### config.mk
export PLATFORM = sky130hd
export DESIGN_NAME = oss_top
export DESIGN_NICKNAME = d
export VERILOG_FILES = /design/src/rtl/oss_pkg.sv /design/src/rtl/oss_sync.sv /design/src/rtl/oss_stab_cnt.sv /design/src/rtl/oss_top.sv
export SDC_FILE = /design/constraint.sdc
export NUM_CORES = 1
export LEC_CHECK = 0
export ABC_CLOCK_PERIOD_IN_PS = 2400
export BUFFER_PORTS_ARGS = -buffer_cell sky130_fd_sc_hd__buf_2
export CORE_MARGIN = 5
export CORE_UTILIZATION = 45
export CTS_CLUSTER_SIZE = 40
export DETAILED_ROUTE_END_ITERATION = 12
export GPL_TIMING_DRIVEN = 0
export MAX_ROUTING_LAYER = met4
export PLACE_DENSITY_LB_ADDON = 0.2
export SLEW_MARGIN = 30
export SYNTH_ARGS = -nofsm -noshare
export SYNTH_HDL_FRONTEND = slang
export SYNTH_HIERARCHICAL = 1
export SYNTH_SLANG_ARGS = --single-unit
### constraint.sdc
create_clock -name clock -period 2.4 [get_ports clock]
set_input_delay 0.36 -clock clock [delete_from_list [all_inputs] [get_ports clock]]
set_output_delay 0.36 -clock clock [all_outputs]
set_load 0.005 [all_outputs]
### src/rtl/oss_pkg.sv
// Constants for the oscillator stop and stabilization block.
// Assumes byte registers on a 32-bit APB, each at four times its index.
package oss_pkg;
    // Register indices; byte address is four times the index
    localparam logic [19:0] OSS_IDX_RUN  = 20'hf_ffa1;
    localparam logic [19:0] OSS_IDX_STAT = 20'hf_ffa2;
    localparam logic [19:0] OSS_IDX_WSEL = 20'hf_ffa3;
    localparam logic [19:0] OSS_IDX_BIT  = 20'hf_ffa8;
    // Reset values
    localparam logic [7:0] OSS_RUN_RST  = 8'hc0;
    localparam logic [7:0] OSS_STAT_RST = 8'h00;
    localparam logic [2:0] OSS_WSEL_RST = 3'h7;
    // Field positions
    localparam int OSS_HALT_BIT  = 7;
    localparam int OSS_OSCH_BIT  = 0;
    localparam int OSS_MASK_LSB  = 8;
    localparam int OSS_ST_READY  = 0;
    localparam int OSS_ST_BUSY   = 1;
    localparam int OSS_ST_DONE   = 2;
    localparam int OSS_ST_MAIN   = 3;
    // Wait thresholds in crystal cycles, code 0 to 7
    localparam logic [18:0] OSS_THR [8] = '{
        19'h0_0100, 19'h0_0200, 19'h0_0400, 19'h0_0800,
        19'h0_2000, 19'h0_8000, 19'h2_0000, 19'h4_0000};
    // Counter states
    typedef enum logic [1:0] {CNT_IDLE, CNT_RUN, CNT_DONE} oss_cnt_t;
endpackage

### src/rtl/oss_sync.sv
// Two-flop synchroniser for one level.
// Assumes the input is asynchronous to clock.
`timescale 1ns/100ps
module oss_sync (
    // Clock and reset
    input  wire logic clock,
    input  wire logic sys_rst,
    // Level in and out
    input  wire logic din,
    output logic      dout
);
    logic meta_q;
    logic sync_q;
    // First flop feeds only the second
    always_ff @(posedge clock) begin
        if (sys_rst) begin
            meta_q <= 1'b0;
            sync_q <= 1'b0;
        end else begin
            meta_q <= din;
            sync_q <= meta_q;
        end
    end
    assign dout = sync_q;
endmodule

### src/rtl/oss_stab_cnt.sv
// Oscillation stabilization counter with thermometer status.
// Assumes clock is the crystal clock and osc_present is synchronous.
`timescale 1ns/100ps
module oss_stab_cnt #(
    parameter logic [18:0] THR [8] = oss_pkg::OSS_THR
) (
    // Clock and reset
    input  wire logic       clock,
    input  wire logic       sys_rst,
    // Control
    input  wire logic       clear,
    input  wire logic       start,
    input  wire logic       osc_present,
    input  wire logic [2:0] wait_sel,
    // Status
    output logic [7:0]      status,
    output logic            busy,
    output logic            done
);
    import oss_pkg::*;
    oss_cnt_t    st_q;
    oss_cnt_t    st_d;
    logic [18:0] cnt_q;
    logic [18:0] cnt_d;
    logic [7:0]  stat_q;
    logic [7:0]  stat_d;
    logic [7:0]  hit;

    // Threshold compare, bit 7 is the shortest
    for (genvar k = 0; k < 8; k++) begin : g_thr
        assign hit[7-k] = (cnt_q >= THR[k]);
    end

    // Next state of counter and status
    always_comb begin
        st_d   = st_q;
        cnt_d  = cnt_q;
        stat_d = stat_q | hit;
        if (clear) begin
            st_d   = CNT_IDLE;
            cnt_d  = '0;
            stat_d = OSS_STAT_RST;
        end else if (start) begin
            st_d   = CNT_RUN;
            cnt_d  = '0;
            stat_d = OSS_STAT_RST;
        end else begin
            unique case (st_q)
                CNT_IDLE: begin
                end
                CNT_RUN: begin
                    if (cnt_q >= THR[wait_sel]) begin
                        st_d = CNT_DONE;
                    end else if (osc_present) begin
                        cnt_d = cnt_q + 19'd1;
                    end
                end
                CNT_DONE: begin
                end
            endcase
        end
    end

    // Counter registers
    always_ff @(posedge clock) begin
        if (sys_rst) begin
            st_q   <= CNT_IDLE;
            cnt_q  <= '0;
            stat_q <= OSS_STAT_RST;
        end else begin
            st_q   <= st_d;
            cnt_q  <= cnt_d;
            stat_q <= stat_d;
        end
    end

    assign status = stat_q;
    assign busy   = (st_q == CNT_RUN);
    assign done   = (st_q == CNT_DONE);
endmodule

### src/rtl/oss_top.sv
// Oscillator run control and stabilization wait, APB slave.
// Assumes pin mode, main clock flag and STOP events on clock;
// osc_present_pin is asynchronous.
//
// Register access over APB was left to the implementer.
`timescale 1ns/100ps
module oss_top #(
    parameter logic [18:0] STAB_THR [8] = oss_pkg::OSS_THR
) (
    // Clock and reset
    input  wire logic        clock,
    input  wire logic        sys_rst,
    // APB slave
    input  wire logic        psel,
    input  wire logic        penable,
    input  wire logic        pwrite,
    input  wire logic [21:0] paddr,
    input  wire logic [31:0] pwdata,
    input  wire logic [3:0]  pstrb,
    output logic [31:0]      prdata,
    output logic             pready,
    output logic             pslverr,
    // STOP mode events
    input  wire logic        stop_instr,
    input  wire logic        stop_release,
    // Pin mode and clock select
    input  wire logic        ext_clock_pin_sel,
    input  wire logic        resonator_pin_sel,
    input  wire logic        main_clock_source_flag,
    // Oscillator detect
    input  wire logic        osc_present_pin,
    // Clock controls
    output logic             xtal_osc_enable,
    output logic             ext_clock_accept,
    output logic             onchip_osc_enable,
    output logic             hs_clock_ready
);
    import oss_pkg::*;

    logic       halt_q;
    logic       halt_d;
    logic       osch_q;
    logic       osch_d;
    logic [2:0] wsel_q;
    logic [2:0] wsel_d;
    logic [7:0] rd_q;
    logic [7:0] rd_d;
    logic       xen_q;
    logic       xen_d;
    logic       eacc_q;
    logic       eacc_d;
    logic       hen_q;
    logic       hen_d;
    logic       rdy_q;
    logic       rdy_d;
    logic       sel_run;
    logic       sel_stat;
    logic       sel_wsel;
    logic       sel_bit;
    logic       access;
    logic       wr;
    logic       xtal_mode;
    logic       ext_mode;
    logic       cnt_clear;
    logic       cnt_start;
    logic       osc_sync;
    logic [7:0] status;
    logic       busy;
    logic       done;
    logic [7:0] run_rd;
    logic [7:0] bit_rd;
    logic [7:0] bmask;

    // Pin mode decode
    assign xtal_mode = !ext_clock_pin_sel && resonator_pin_sel;
    assign ext_mode  = ext_clock_pin_sel && resonator_pin_sel;

    // Address decode and bus answer
    assign sel_run  = (paddr == {OSS_IDX_RUN, 2'b00});
    assign sel_stat = (paddr == {OSS_IDX_STAT, 2'b00});
    assign sel_wsel = (paddr == {OSS_IDX_WSEL, 2'b00});
    assign sel_bit  = (paddr == {OSS_IDX_BIT, 2'b00});
    assign access   = psel && penable;
    assign pready   = 1'b1;
    assign pslverr  = access && (!(sel_run || sel_stat || sel_wsel
                      || sel_bit) || (pwrite && sel_stat));
    assign wr       = access && pwrite && !pslverr;
    assign bmask    = pwdata[OSS_MASK_LSB +: 8];

    // Read views
    assign run_rd = {halt_q, 1'b1, 5'b0_0000, osch_q};
    always_comb begin
        bit_rd = 8'h00;
        bit_rd[OSS_ST_READY] = rdy_q;
        bit_rd[OSS_ST_BUSY]  = busy;
        bit_rd[OSS_ST_DONE]  = done;
        bit_rd[OSS_ST_MAIN]  = main_clock_source_flag;
    end

    // Register writes and read capture
    always_comb begin
        halt_d = halt_q;
        osch_d = osch_q;
        wsel_d = wsel_q;
        rd_d   = rd_q;
        if (wr && sel_run && pstrb[0]) begin
            halt_d = pwdata[OSS_HALT_BIT];
            osch_d = pwdata[OSS_OSCH_BIT];
        end
        if (wr && sel_bit && pstrb[0] && pstrb[1]) begin
            if (bmask[OSS_HALT_BIT]) begin
                halt_d = pwdata[OSS_HALT_BIT];
            end
            if (bmask[OSS_OSCH_BIT]) begin
                osch_d = pwdata[OSS_OSCH_BIT];
            end
        end
        if (wr && sel_wsel && pstrb[0]) begin
            wsel_d = pwdata[2:0];
        end
        if (psel && !penable) begin
            rd_d = sel_run  ? run_rd :
                   sel_stat ? status :
                   sel_wsel ? {5'b0_0000, wsel_q} :
                   sel_bit  ? bit_rd : 8'h00;
        end
    end

    always_ff @(posedge clock) begin
        if (sys_rst) begin
            halt_q <= OSS_RUN_RST[OSS_HALT_BIT];
            osch_q <= OSS_RUN_RST[OSS_OSCH_BIT];
            wsel_q <= OSS_WSEL_RST;
            rd_q   <= 8'h00;
        end else begin
            halt_q <= halt_d;
            osch_q <= osch_d;
            wsel_q <= wsel_d;
            rd_q   <= rd_d;
        end
    end
    assign prdata = {24'h00_0000, rd_q};

    // Counter start and clear events
    assign cnt_clear = stop_instr || halt_d;
    assign cnt_start = (halt_q && !halt_d && xtal_mode)
                       || stop_release;

    oss_sync u_osc_sync (
        .clock   (clock),
        .sys_rst (sys_rst),
        .din     (osc_present_pin),
        .dout    (osc_sync)
    );

    oss_stab_cnt #(
        .THR (STAB_THR)
    ) u_cnt (
        .clock       (clock),
        .sys_rst     (sys_rst),
        .clear       (cnt_clear),
        .start       (cnt_start),
        .osc_present (osc_sync),
        .wait_sel    (wsel_q),
        .status      (status),
        .busy        (busy),
        .done        (done)
    );

    // Clock control outputs
    always_comb begin
        xen_d  = xtal_mode && !halt_q;
        eacc_d = ext_mode && !halt_q;
        hen_d  = !osch_q;
        rdy_d  = !halt_q && (ext_mode || (xtal_mode && done));
    end

    always_ff @(posedge clock) begin
        if (sys_rst) begin
            xen_q  <= 1'b0;
            eacc_q <= 1'b0;
            hen_q  <= 1'b1;
            rdy_q  <= 1'b0;
        end else begin
            xen_q  <= xen_d;
            eacc_q <= eacc_d;
            hen_q  <= hen_d;
            rdy_q  <= rdy_d;
        end
    end
    assign xtal_osc_enable   = xen_q;
    assign ext_clock_accept  = eacc_q;
    assign onchip_osc_enable = hen_q;
    assign hs_clock_ready    = rdy_q;
endmodule

==> results.sh, run 1 <==
export IMPL_synth_area_mux_share=0.0335
export IMPL_slew_violations=0
export IMPL_powerDensity_nw_per_um2=393
export IMPL_cts_sinks=48
export IMPL_synth_edff_count=0
export IMPL_min_path_type="input port to flop"
export IMPL_drc=0
export IMPL_end_kind="flop"
export IMPL_io_pin_count=107
export IMPL_period_minus_slack_ns=2.41
export IMPL_final_hold_violation_count=0
export IMPL_criticalPathCategory="flop to flop"
export IMPL_cts_clk_slew_worst_paths_ns=0.09
export IMPL_synthDistinctLibCells=61
export IMPL_clock_latency_ns=0.30
export IMPL_outcome="finished with violations"
export IMPL_async_reset_ff_frac=0
export IMPL_ant_nets=0
export IMPL_path_buf_inv=1
export IMPL_nets=544
export IMPL_vias_per_cell=5.57
export IMPL_track_usage=0.198
export IMPL_cts_buffer_depth=2
export IMPL_cts_tree="done"
export IMPL_worst_pin_slew_ns=0.630
export IMPL_synthXorXnorAreaFrac=0
export IMPL_slew_limit_headroom=0.577
export IMPL_core_area_um2=6420
export IMPL_port_buffers=53
export IMPL_avgSynthCellArea_um2=8.26
export IMPL_setup_slack_ns=-0.00656
export IMPL_slowest_stage="or3b_4"
export IMPL_max_freq_ghz=0.416
export IMPL_yosysWarnings=6
export IMPL_cts_root_buf="clkbuf_8"
export IMPL_rsz0062_at_grt="true"
export IMPL_cts_buffers=5
export IMPL_synthFlopType="dfxtp_1"
export IMPL_cp_arrival_ns=2.60
export IMPL_antenna_found_initial=0
export IMPL_critPathLaunchType="flop"
export IMPL_dp_hpwl_um=6080
export IMPL_path_cells="or3b_4 > ha_4 > nor4b_4 > nand4_1 > a41oi_4 > buf_6 > nor3_4 > o31a_1"
export IMPL_synthSimpleGateAreaFrac=0.359
export IMPL_area_delta_synth_final_pct=32.6
export IMPL_drv_cap=0
export IMPL_drtIter0Drc=199
export IMPL_violations="negative setup slack"
export IMPL_overflow=0
export IMPL_fp_row_count=29
export IMPL_dr_pass1_iters=4
export IMPL_cp_max_fo=8
export IMPL_power_total_uw=1560
export IMPL_cts_max_level=2
export IMPL_grt_pass1_wl_um=13400
export IMPL_synth_seq_area_share=0.321
export IMPL_place_congestion=0.890
export IMPL_n_antenna_cell=0
export IMPL_vias=3022
export IMPL_grt_max_degree=16
export IMPL_synth_adder_area_share=0.0418
export IMPL_grt_pass1_vias=2821
export IMPL_die_w_um=91.5
export IMPL_cp_required_ns=2.60
export IMPL_drt_wl_total_um=8370
export IMPL_initial_core_util=0.466
export IMPL_period_share=1.00
export IMPL_post_drt_wl_per_cell_um=15.4
export IMPL_tns_ns=-0.00656
export IMPL_synthCells=362
export IMPL_die_y_um=91.5
export IMPL_irDropWorstVdd_uv=274
export IMPL_clock_skew_ns=0.00971
export IMPL_syn_area_um2=2990
export IMPL_synth_top_family_by_area="simple AND/OR/NAND/NOR gates"
export IMPL_critPathMaxStageDelay_ns=0.42
export IMPL_fillers=576
export IMPL_cellLeakagePower_uw=0.00161
export IMPL_path_delay_family="simple AND/OR/NAND/NOR gates"
export IMPL_drive_above_1_share=0.335
export IMPL_synth_compound_area_share=0.147
export IMPL_postSynthRegisterBits=48
export IMPL_die_area_um2=8380
export IMPL_setup_viol=1
## cells by family (layout without fill, tap and decap cells)
logic type / Yosys count / after routing
AND/OR/NAND/NOR: 184 / 184
flip-flops: 48 / 48
AO/OA/AOI/OAI: 61 / 61
multiplexers: 10 / 10
buffers and inverters: 47 / 128
adder cells (fa/ha/maj): 10 / 10
other: 2 / 25
## final timing paths
kind	startpoint	to	slack [ns]	depth (start not counted)
worst min register to register	osch_q$_SDFF_PP0_	onchip_osc_enable$_SDFF_PP1_	0.44	1
worst max register to register	wsel_q[2]$_SDFFE_PP1P_	u_cnt/st_q[0]$_SDFFE_PP0P_	-0.007	8
worst min-delay path	ext_clock_pin_sel	xtal_osc_enable$_SDFF_PP0_	0.26	2
worst max-delay path	wsel_q[2]$_SDFFE_PP1P_	u_cnt/st_q[0]$_SDFFE_PP0P_	-0.007	8
## synthesized netlist by cell type (all sizes together) (11+ instances only)
master	n	area, um^2
nand2b	11	71.3
nand4	12	75.1
nor3	13	70.1
a21oi	15	75.1
nand2	33	124
nor2	26	97.6
buf	30	218
o21ai	12	60.1
dfxtp	48	961
or4	11	86.3
or3	12	75.1
nor2b	11	68.8
nand3	24	120
## flip-flops by register name, indices dropped and copies added, names as in the netlist
name and flops:
osch_q 1, halt_q 1, u_osc_sync/meta_q 1, onchip_osc_enable 1, xtal_osc_enable 1, hs_clock_ready 1, u_cnt/cnt_q 19, u_cnt/st_q 2
rd_q 8, ext_clock_accept 1, u_cnt/status 8, u_osc_sync/dout 1, wsel_q 3
## per-stage QoR
step	hold slack, ns	setup WS (ns)	cell area (um^2)	utilization	cells
after floorplan	0.378	-0.0189	3100	-	385
after global placement	0.415	-0.692	3460	0.538	515
after detailed placement	0.422	-0.739	3460	0.538	515
after CTS	0.249	0.000564	3720	0.579	532
after global routing	0.258	-0.110	3970	0.617	543
final	0.256	-0.00656	3970	0.617	543
## placed cells by master (no fill, tap or decap), drive strengths merged, types with 8 or more instances in the layout
| cell | instances |
|---|---|
| a21oi | 15 |
| buf | 103 |
| clkbuf | 15 |
| conb | 25 |
| dfxtp | 48 |
| ha | 10 |
| inv | 8 |
| mux2i | 10 |
| nand2 | 33 |
| nand2b | 11 |
| nand3 | 24 |
| nand3b | 8 |
| nand4 | 12 |
| nor2 | 26 |
| nor2b | 11 |
| nor3 | 13 |
| o21ai | 12 |
| or3 | 12 |
| or4 | 11 |
## what timing repair did
item	in CTS	in global routing
gates resized for setup	20	34
endpoints found under the setup margin	27	24
cloned	1	2
hold buffers	0	0
buffers inserted	9	10
pin swaps	5	26
## final cells by class
| class | count | area (um^2) | area share |
|---|---|---|---|
| inverter | 8 | 30.0 | 0.00757 |
| timing repair buffer | 74 | 443 | 0.112 |
| buffer | 38 | 280 | 0.0707 |
| clock inverter | 2 | 38.8 | 0.00978 |
| clock buffer | 6 | 82.6 | 0.0208 |
| tap | 77 | 96.3 | 0.0243 |
| sequential | 48 | 972 | 0.245 |
| multi-input combinational | 290 | 2020 | 0.510 |
## routing by layer
layer | global-route usage | vias up | routed length, um | part of all wire
met5 | - | - | 0 | 0
met4 | 0.0653 | 0 | 140 | 0.017
met3 | 0.0463 | 11 | 615 | 0.073
met2 | 0.319 | 100 | 3990 | 0.48
met1 | 0.244 | 1417 | 3630 | 0.43
li1 | - | 1494 | - | -
## where the power goes
| group | switching, uW | internal [uW] | total [uW] |
|---|---|---|---|
| clock network | 283 | 341 | 624 |
| logic | 69.3 | 72.4 | 142 |
| registers | 0.385 | 794 | 794 |
| total | 352 | 1210 | 1560 |
No activity file was read; power rests on OpenSTA's default activity.
==> run 2: changes to the inputs <==
==> constraint.sdc (replaced) <==
create_clock -name clock -period 2.4 [get_ports clock]
set_input_delay 0.24 -clock clock [delete_from_list [all_inputs] [get_ports clock]]
set_output_delay 0.24 -clock clock [all_outputs]
set_load 0.005 [all_outputs]
==> results.sh, run 2 (synthesized netlist as in run 1, its figures left out) <==
export IMPL_dp_hpwl_um=6010
export IMPL_cts_tree="done"
export IMPL_n_antenna_cell=0
export IMPL_track_usage=0.195
export IMPL_period_share=1.00
export IMPL_max_freq_ghz=0.416
export IMPL_worst_pin_slew_ns=0.594
export IMPL_die_area_um2=8380
export IMPL_setup_viol=1
export IMPL_cts_buffer_depth=2
export IMPL_grt_max_degree=17
export IMPL_cts_root_buf="clkbuf_8"
export IMPL_drt_wl_total_um=8160
export IMPL_drv_cap=0
export IMPL_most_common_layout_cells="buf_2 (58), dfxtp_1 (45), buf_4 (38)"
export IMPL_core_area_um2=6420
export IMPL_cellLeakagePower_uw=0.00158
export IMPL_ant_nets=0
export IMPL_holdBufCountCts=0
export IMPL_vias=2996
export IMPL_die_y_um=91.5
export IMPL_rsz0062_at_grt="true"
export IMPL_drtIter0Drc=173
export IMPL_cts_clk_slew_worst_paths_ns=0.10
export IMPL_grt_pass1_vias=2782
export IMPL_path_cells="buf_2 > nand3_1 > ha_1 > o21ai_2 > o211ai_2 > buf_6 > or4b_4 > or4_1 > nand2_1"
export IMPL_end_kind="flop"
export IMPL_nets=540
export IMPL_irDropWorstVdd_uv=295
export IMPL_top_register="u_cnt/cnt_q"
export IMPL_path_buf_inv=2
export IMPL_dr_pass1_iters=5
export IMPL_overflow=0
export IMPL_outcome="finished with violations"
export IMPL_layout_commonest_cell="buf_2"
export IMPL_clock_skew_ns=0.00579
export IMPL_critPathMaxStageDelay_ns=0.48
export IMPL_slew_limit_headroom=0.601
export IMPL_cts_max_level=2
export IMPL_violations="negative setup slack"
export IMPL_area_delta_synth_final_pct=28.7
export IMPL_antenna_found_initial=0
export IMPL_largest_reg_flops=19
export IMPL_place_congestion=0.876
export IMPL_cp_max_fo=6
export IMPL_tns_ns=-0.00358
export IMPL_die_w_um=91.5
export IMPL_setup_slack_ns=-0.00358
export IMPL_whs_ns=0.139
export IMPL_powerDensity_nw_per_um2=400
export IMPL_critPathLaunchType="flop"
export IMPL_slew_violations=0
export IMPL_clock_latency_ns=0.30
export IMPL_drive_above_1_share=0.314
export IMPL_io_pin_count=107
export IMPL_cts_buffers=5
export IMPL_fp_row_count=29
export IMPL_criticalPathCategory="flop to flop"
export IMPL_cp_required_ns=2.65
export IMPL_cts_sinks=48
export IMPL_period_minus_slack_ns=2.40
export IMPL_power_total_uw=1540
export IMPL_post_drt_wl_per_cell_um=15.1
export IMPL_initial_core_util=0.466
export IMPL_final_hold_violation_count=0
export IMPL_port_buffers=53
export IMPL_drc=0
export IMPL_min_path_type="input port to flop"
export IMPL_grt_pass1_wl_um=13100
export IMPL_path_delay_family="simple AND/OR/NAND/NOR gates"
export IMPL_vias_per_cell=5.56
export IMPL_slowest_stage="or4b_4"
export IMPL_cp_arrival_ns=2.66
run 2: worst register-to-register path, stage by stage (launching register included):
cell      delay, ns
dfxtp_4        0.39
buf_2          0.18
nand3_1        0.09
ha_1           0.31
o21ai_2        0.10
o211ai_2       0.13
buf_6          0.14
or4b_4         0.48
or4_1          0.48
nand2_1        0.06
run 2: worst paths after layout:
kind	start	end	slack, ns	cells past startpoint
min reg2reg	u_osc_sync/meta_q$_SDFF_PP0_	u_osc_sync/dout$_SDFF_PP0_	0.44	1
max reg2reg	wsel_q[2]$_SDFFE_PP1P_	u_cnt/cnt_q[9]$_SDFFE_PP0P_	-0.004	9
min	ext_clock_pin_sel	xtal_osc_enable$_SDFF_PP0_	0.14	2
max	wsel_q[2]$_SDFFE_PP1P_	u_cnt/cnt_q[9]$_SDFFE_PP0P_	-0.004	9
run 2: final cells by class:
| type | instances | area (um^2) |
|---|---|---|
| well taps | 77 | 96.3 |
| clock buffers | 5 | 68.8 |
| fillers | 577 | 2570 |
| multi-input cells | 290 | 1960 |
| repair buffers | 70 | 409 |
| clock inverters | 3 | 46.3 |
| inverters | 8 | 30.0 |
| flip-flops and latches | 48 | 972 |
| plain buffers | 38 | 269 |
run 2: timing repair:
| action | CTS | global route |
|---|---|---|
| setup endpoints to repair | 27 | 20 |
| pin swaps | 3 | 12 |
| hold endpoints to repair | 0 | 0 |
| resized for setup | 21 | 19 |
| cloned | 1 | 1 |
| buffers inserted | 9 | 6 |
run 2: layer usage:
layer | global-route usage | wire (um) | up-vias
li1 | - | - | 1484
met5 | - | 0 | -
met2 | 0.314 | 3940 | 97
met3 | 0.0388 | 564 | 6
met4 | 0.0553 | 93 | 0
met1 | 0.248 | 3570 | 1409
run 2: power breakdown:
part / leakage [uW] / internal, uW / switching (uW)
Clock: 0.0000548 / 314 / 291
Combinational: 0.00113 / 72.5 / 69.5
Sequential: 0.000387 / 794 / 0.364
run 2: through the flow:
stage	area (um^2)	std cells	setup WS, ns	util
global placement	3450	515	-0.707	0.537
finish	3850	539	-0.00358	0.599
floorplan	3080	385	0.00532	-
detailed placement	3450	515	-0.785	0.537
global route	3850	539	-0.0611	0.599
CTS	3700	532	0.0119	0.577
==> run 3: changes to the inputs <==
--- a/config.mk
+++ b/config.mk
@@ -19,3 +19,4 @@
 export SYNTH_HDL_FRONTEND = slang
 export SYNTH_HIERARCHICAL = 1
 export SYNTH_SLANG_ARGS = --single-unit
+export TNS_END_PERCENT = 1
==> constraint.sdc (replaced) <==
create_clock -name clock -period 2.4 [get_ports clock]
set_input_delay 0.24 -clock clock [delete_from_list [all_inputs] [get_ports clock]]
set_output_delay 0.24 -clock clock [all_outputs]
set_load 0.01 [all_outputs]
==> results.sh, run 3 (synthesized netlist as in run 1, its figures left out) <==
export IMPL_grt_pass1_vias=2752
export IMPL_place_congestion=0.824
export IMPL_outcome="finished, final reports clean"
export IMPL_antenna_found_initial=0
export IMPL_area_delta_synth_final_pct=26.8
export IMPL_worst_pin_slew_ns=0.633
export IMPL_tns_ns=0
export IMPL_slew_violations=0
export IMPL_largest_reg_flops=19
export IMPL_comb_power_share=0.097
export IMPL_fp_row_count=29
export IMPL_cts_tree="done"
export IMPL_most_common_layout_cells="buf_2 (57), dfxtp_1 (45), nand2_1 (33)"
export IMPL_cts_max_level=2
export IMPL_clockPowerShare=0.392
export IMPL_min_path_type="input port to flop"
export IMPL_period_minus_slack_ns=2.37
export IMPL_cp_arrival_ns=2.60
export IMPL_irDropWorstVdd_uv=327
export IMPL_grt_max_degree=17
export IMPL_drc=0
export IMPL_setup_slack_ns=0.0347
export IMPL_holdBufCountCts=0
export IMPL_cts_root_buf="clkbuf_8"
export IMPL_stdcell_count=529
export IMPL_end_kind="flop"
export IMPL_criticalPathCategory="flop to flop"
export IMPL_cp_required_ns=2.64
export IMPL_post_drt_wl_per_cell_um=15.3
export IMPL_critPathLaunchType="flop"
export IMPL_r2r_end="u_cnt/cnt_q[13]$_SDFFE_PP0P_"
export IMPL_cts_clk_slew_worst_paths_ns=0.10
export IMPL_dp_cells=515
export IMPL_cp_max_fo=7
export IMPL_layout_commonest_cell="buf_2"
export IMPL_n_antenna_cell=0
export IMPL_grt_pass1_wl_um=13000
export IMPL_drv_cap=0
export IMPL_power_total_uw=1560
export IMPL_overflow=0
export IMPL_track_usage=0.192
export IMPL_io_pin_count=107
export IMPL_port_buffers=53
export IMPL_cts_sinks=48
export IMPL_core_area_um2=6420
export IMPL_clock_skew_ns=0.00438
export IMPL_period_share=0.986
export IMPL_slew_limit_headroom=0.574
export IMPL_hold_end="xtal_osc_enable$_SDFF_PP0_"
export IMPL_die_y_um=91.5
export IMPL_cellLeakagePower_uw=0.00153
export IMPL_drive_above_1_share=0.303
export IMPL_rsz0062_at_grt="true"
export IMPL_die_w_um=91.5
export IMPL_fin_util=0.590
export IMPL_die_area_um2=8380
export IMPL_pwr_share_seq=0.511
export IMPL_dr_pass1_iters=5
export IMPL_holdPathStages=2
export IMPL_preCtsSetupSlack_ns=-0.872
export IMPL_cts_buffer_depth=2
export IMPL_vias=2962
export IMPL_top_register="u_cnt/cnt_q"
export IMPL_hold_path_startpoint="ext_clock_pin_sel"
export IMPL_setup_viol=0
export IMPL_max_freq_ghz=0.423
export IMPL_final_hold_violation_count=0
export IMPL_rrSetupSlack_ns=0.03
export IMPL_drtIter0Drc=211
export IMPL_cts_buffers=5
export IMPL_drt_wl_total_um=8110
export IMPL_powerDensity_nw_per_um2=410
export IMPL_sw_frac_of_total=0.240
export IMPL_dp_hpwl_um=6020
export IMPL_ant_nets=0
export IMPL_clock_latency_ns=0.30
export IMPL_vias_per_cell=5.60
export IMPL_r2r_start="wsel_q[1]$_SDFFE_PP1P_"
export IMPL_initial_core_util=0.466
export IMPL_p_sw_uw=373
export IMPL_nets=530
export IMPL_rr_worst_depth=10
export IMPL_p_int_uw=1180
-- run 3: critical path, cell delays in order (launching register included) --
cell     delay (ns)
dfxtp_4        0.38
buf_4          0.14
nor2_1         0.08
nand2_1        0.07
ha_1           0.30
nor2b_1        0.14
o21ai_1        0.24
a41oi_4        0.19
buf_6          0.19
or4_1          0.42
a21oi_1        0.16
-- run 3: metal layers --
layer | GRT usage | part of all wire | vias to the layer above
met1 | 0.241 | 0.43 | 1372
met2 | 0.316 | 0.49 | 112
met4 | 0.0490 | 0.011 | 0
li1 | - | - | 1472
met3 | 0.0380 | 0.068 | 6
met5 | - | 0 | -
-- run 3: layout make-up --
cell class | instances | area (um^2)
inverters | 8 | 30.0
well taps | 77 | 96.3
clock buffers | 5 | 68.8
plain buffers | 38 | 269
fillers | 602 | 2630
repair buffers | 60 | 332
flip-flops and latches | 48 | 970
clock inverters | 3 | 46.3
multi-input cells | 290 | 1980
-- run 3: repair_timing --
item	in CTS	in global routing
pin swaps	5	7
endpoints found under the hold margin	0	0
buffers inserted	6	0
cloned	1	0
endpoints found under the setup margin	27	27
resized for setup	22	22
-- run 3: stage by stage --
step / instance area, um^2 / hold slack (ns)
6_report: 3790 / 0.127
5_1_grt: 3790 / 0.130
4_1_cts: 3690 / 0.117
3_5_place_dp: 3440 / 0.406
3_3_place_gp: 3440 / 0.402
2_1_floorplan: 3080 / 0.312
-- run 3: power groups by stage --
stage | logic [uW] | registers [uW] | clock network [uW]
6_report | 151 | 795 | 609
5_1_grt | 167 | 796 | 656
4_1_cts | 148 | 795 | 627
3_5_place_dp | 148 | 816 | 0
3_3_place_gp | 144 | 816 | 0
2_1_floorplan | 95.2 | 816 | 0
-- run 3: how the worst max path moves through the flow --
stage,startpoint,slack (ns),to
global route,wsel_q[0]$_SDFFE_PP1P_,-0.07,u_cnt/cnt_q[0]$_SDFFE_PP0P_
detailed placement,paddr[8],-0.87,u_cnt/cnt_q[9]$_SDFFE_PP0P_
floorplan,paddr[8],-0.0007,u_cnt/cnt_q[10]$_SDFFE_PP0P_
global placement,paddr[8],-0.82,u_cnt/cnt_q[9]$_SDFFE_PP0P_
finish,wsel_q[1]$_SDFFE_PP1P_,0.03,u_cnt/cnt_q[13]$_SDFFE_PP0P_
CTS,wsel_q[2]$_SDFFE_PP1P_,-0.04,u_cnt/cnt_q[13]$_SDFFE_PP0P_
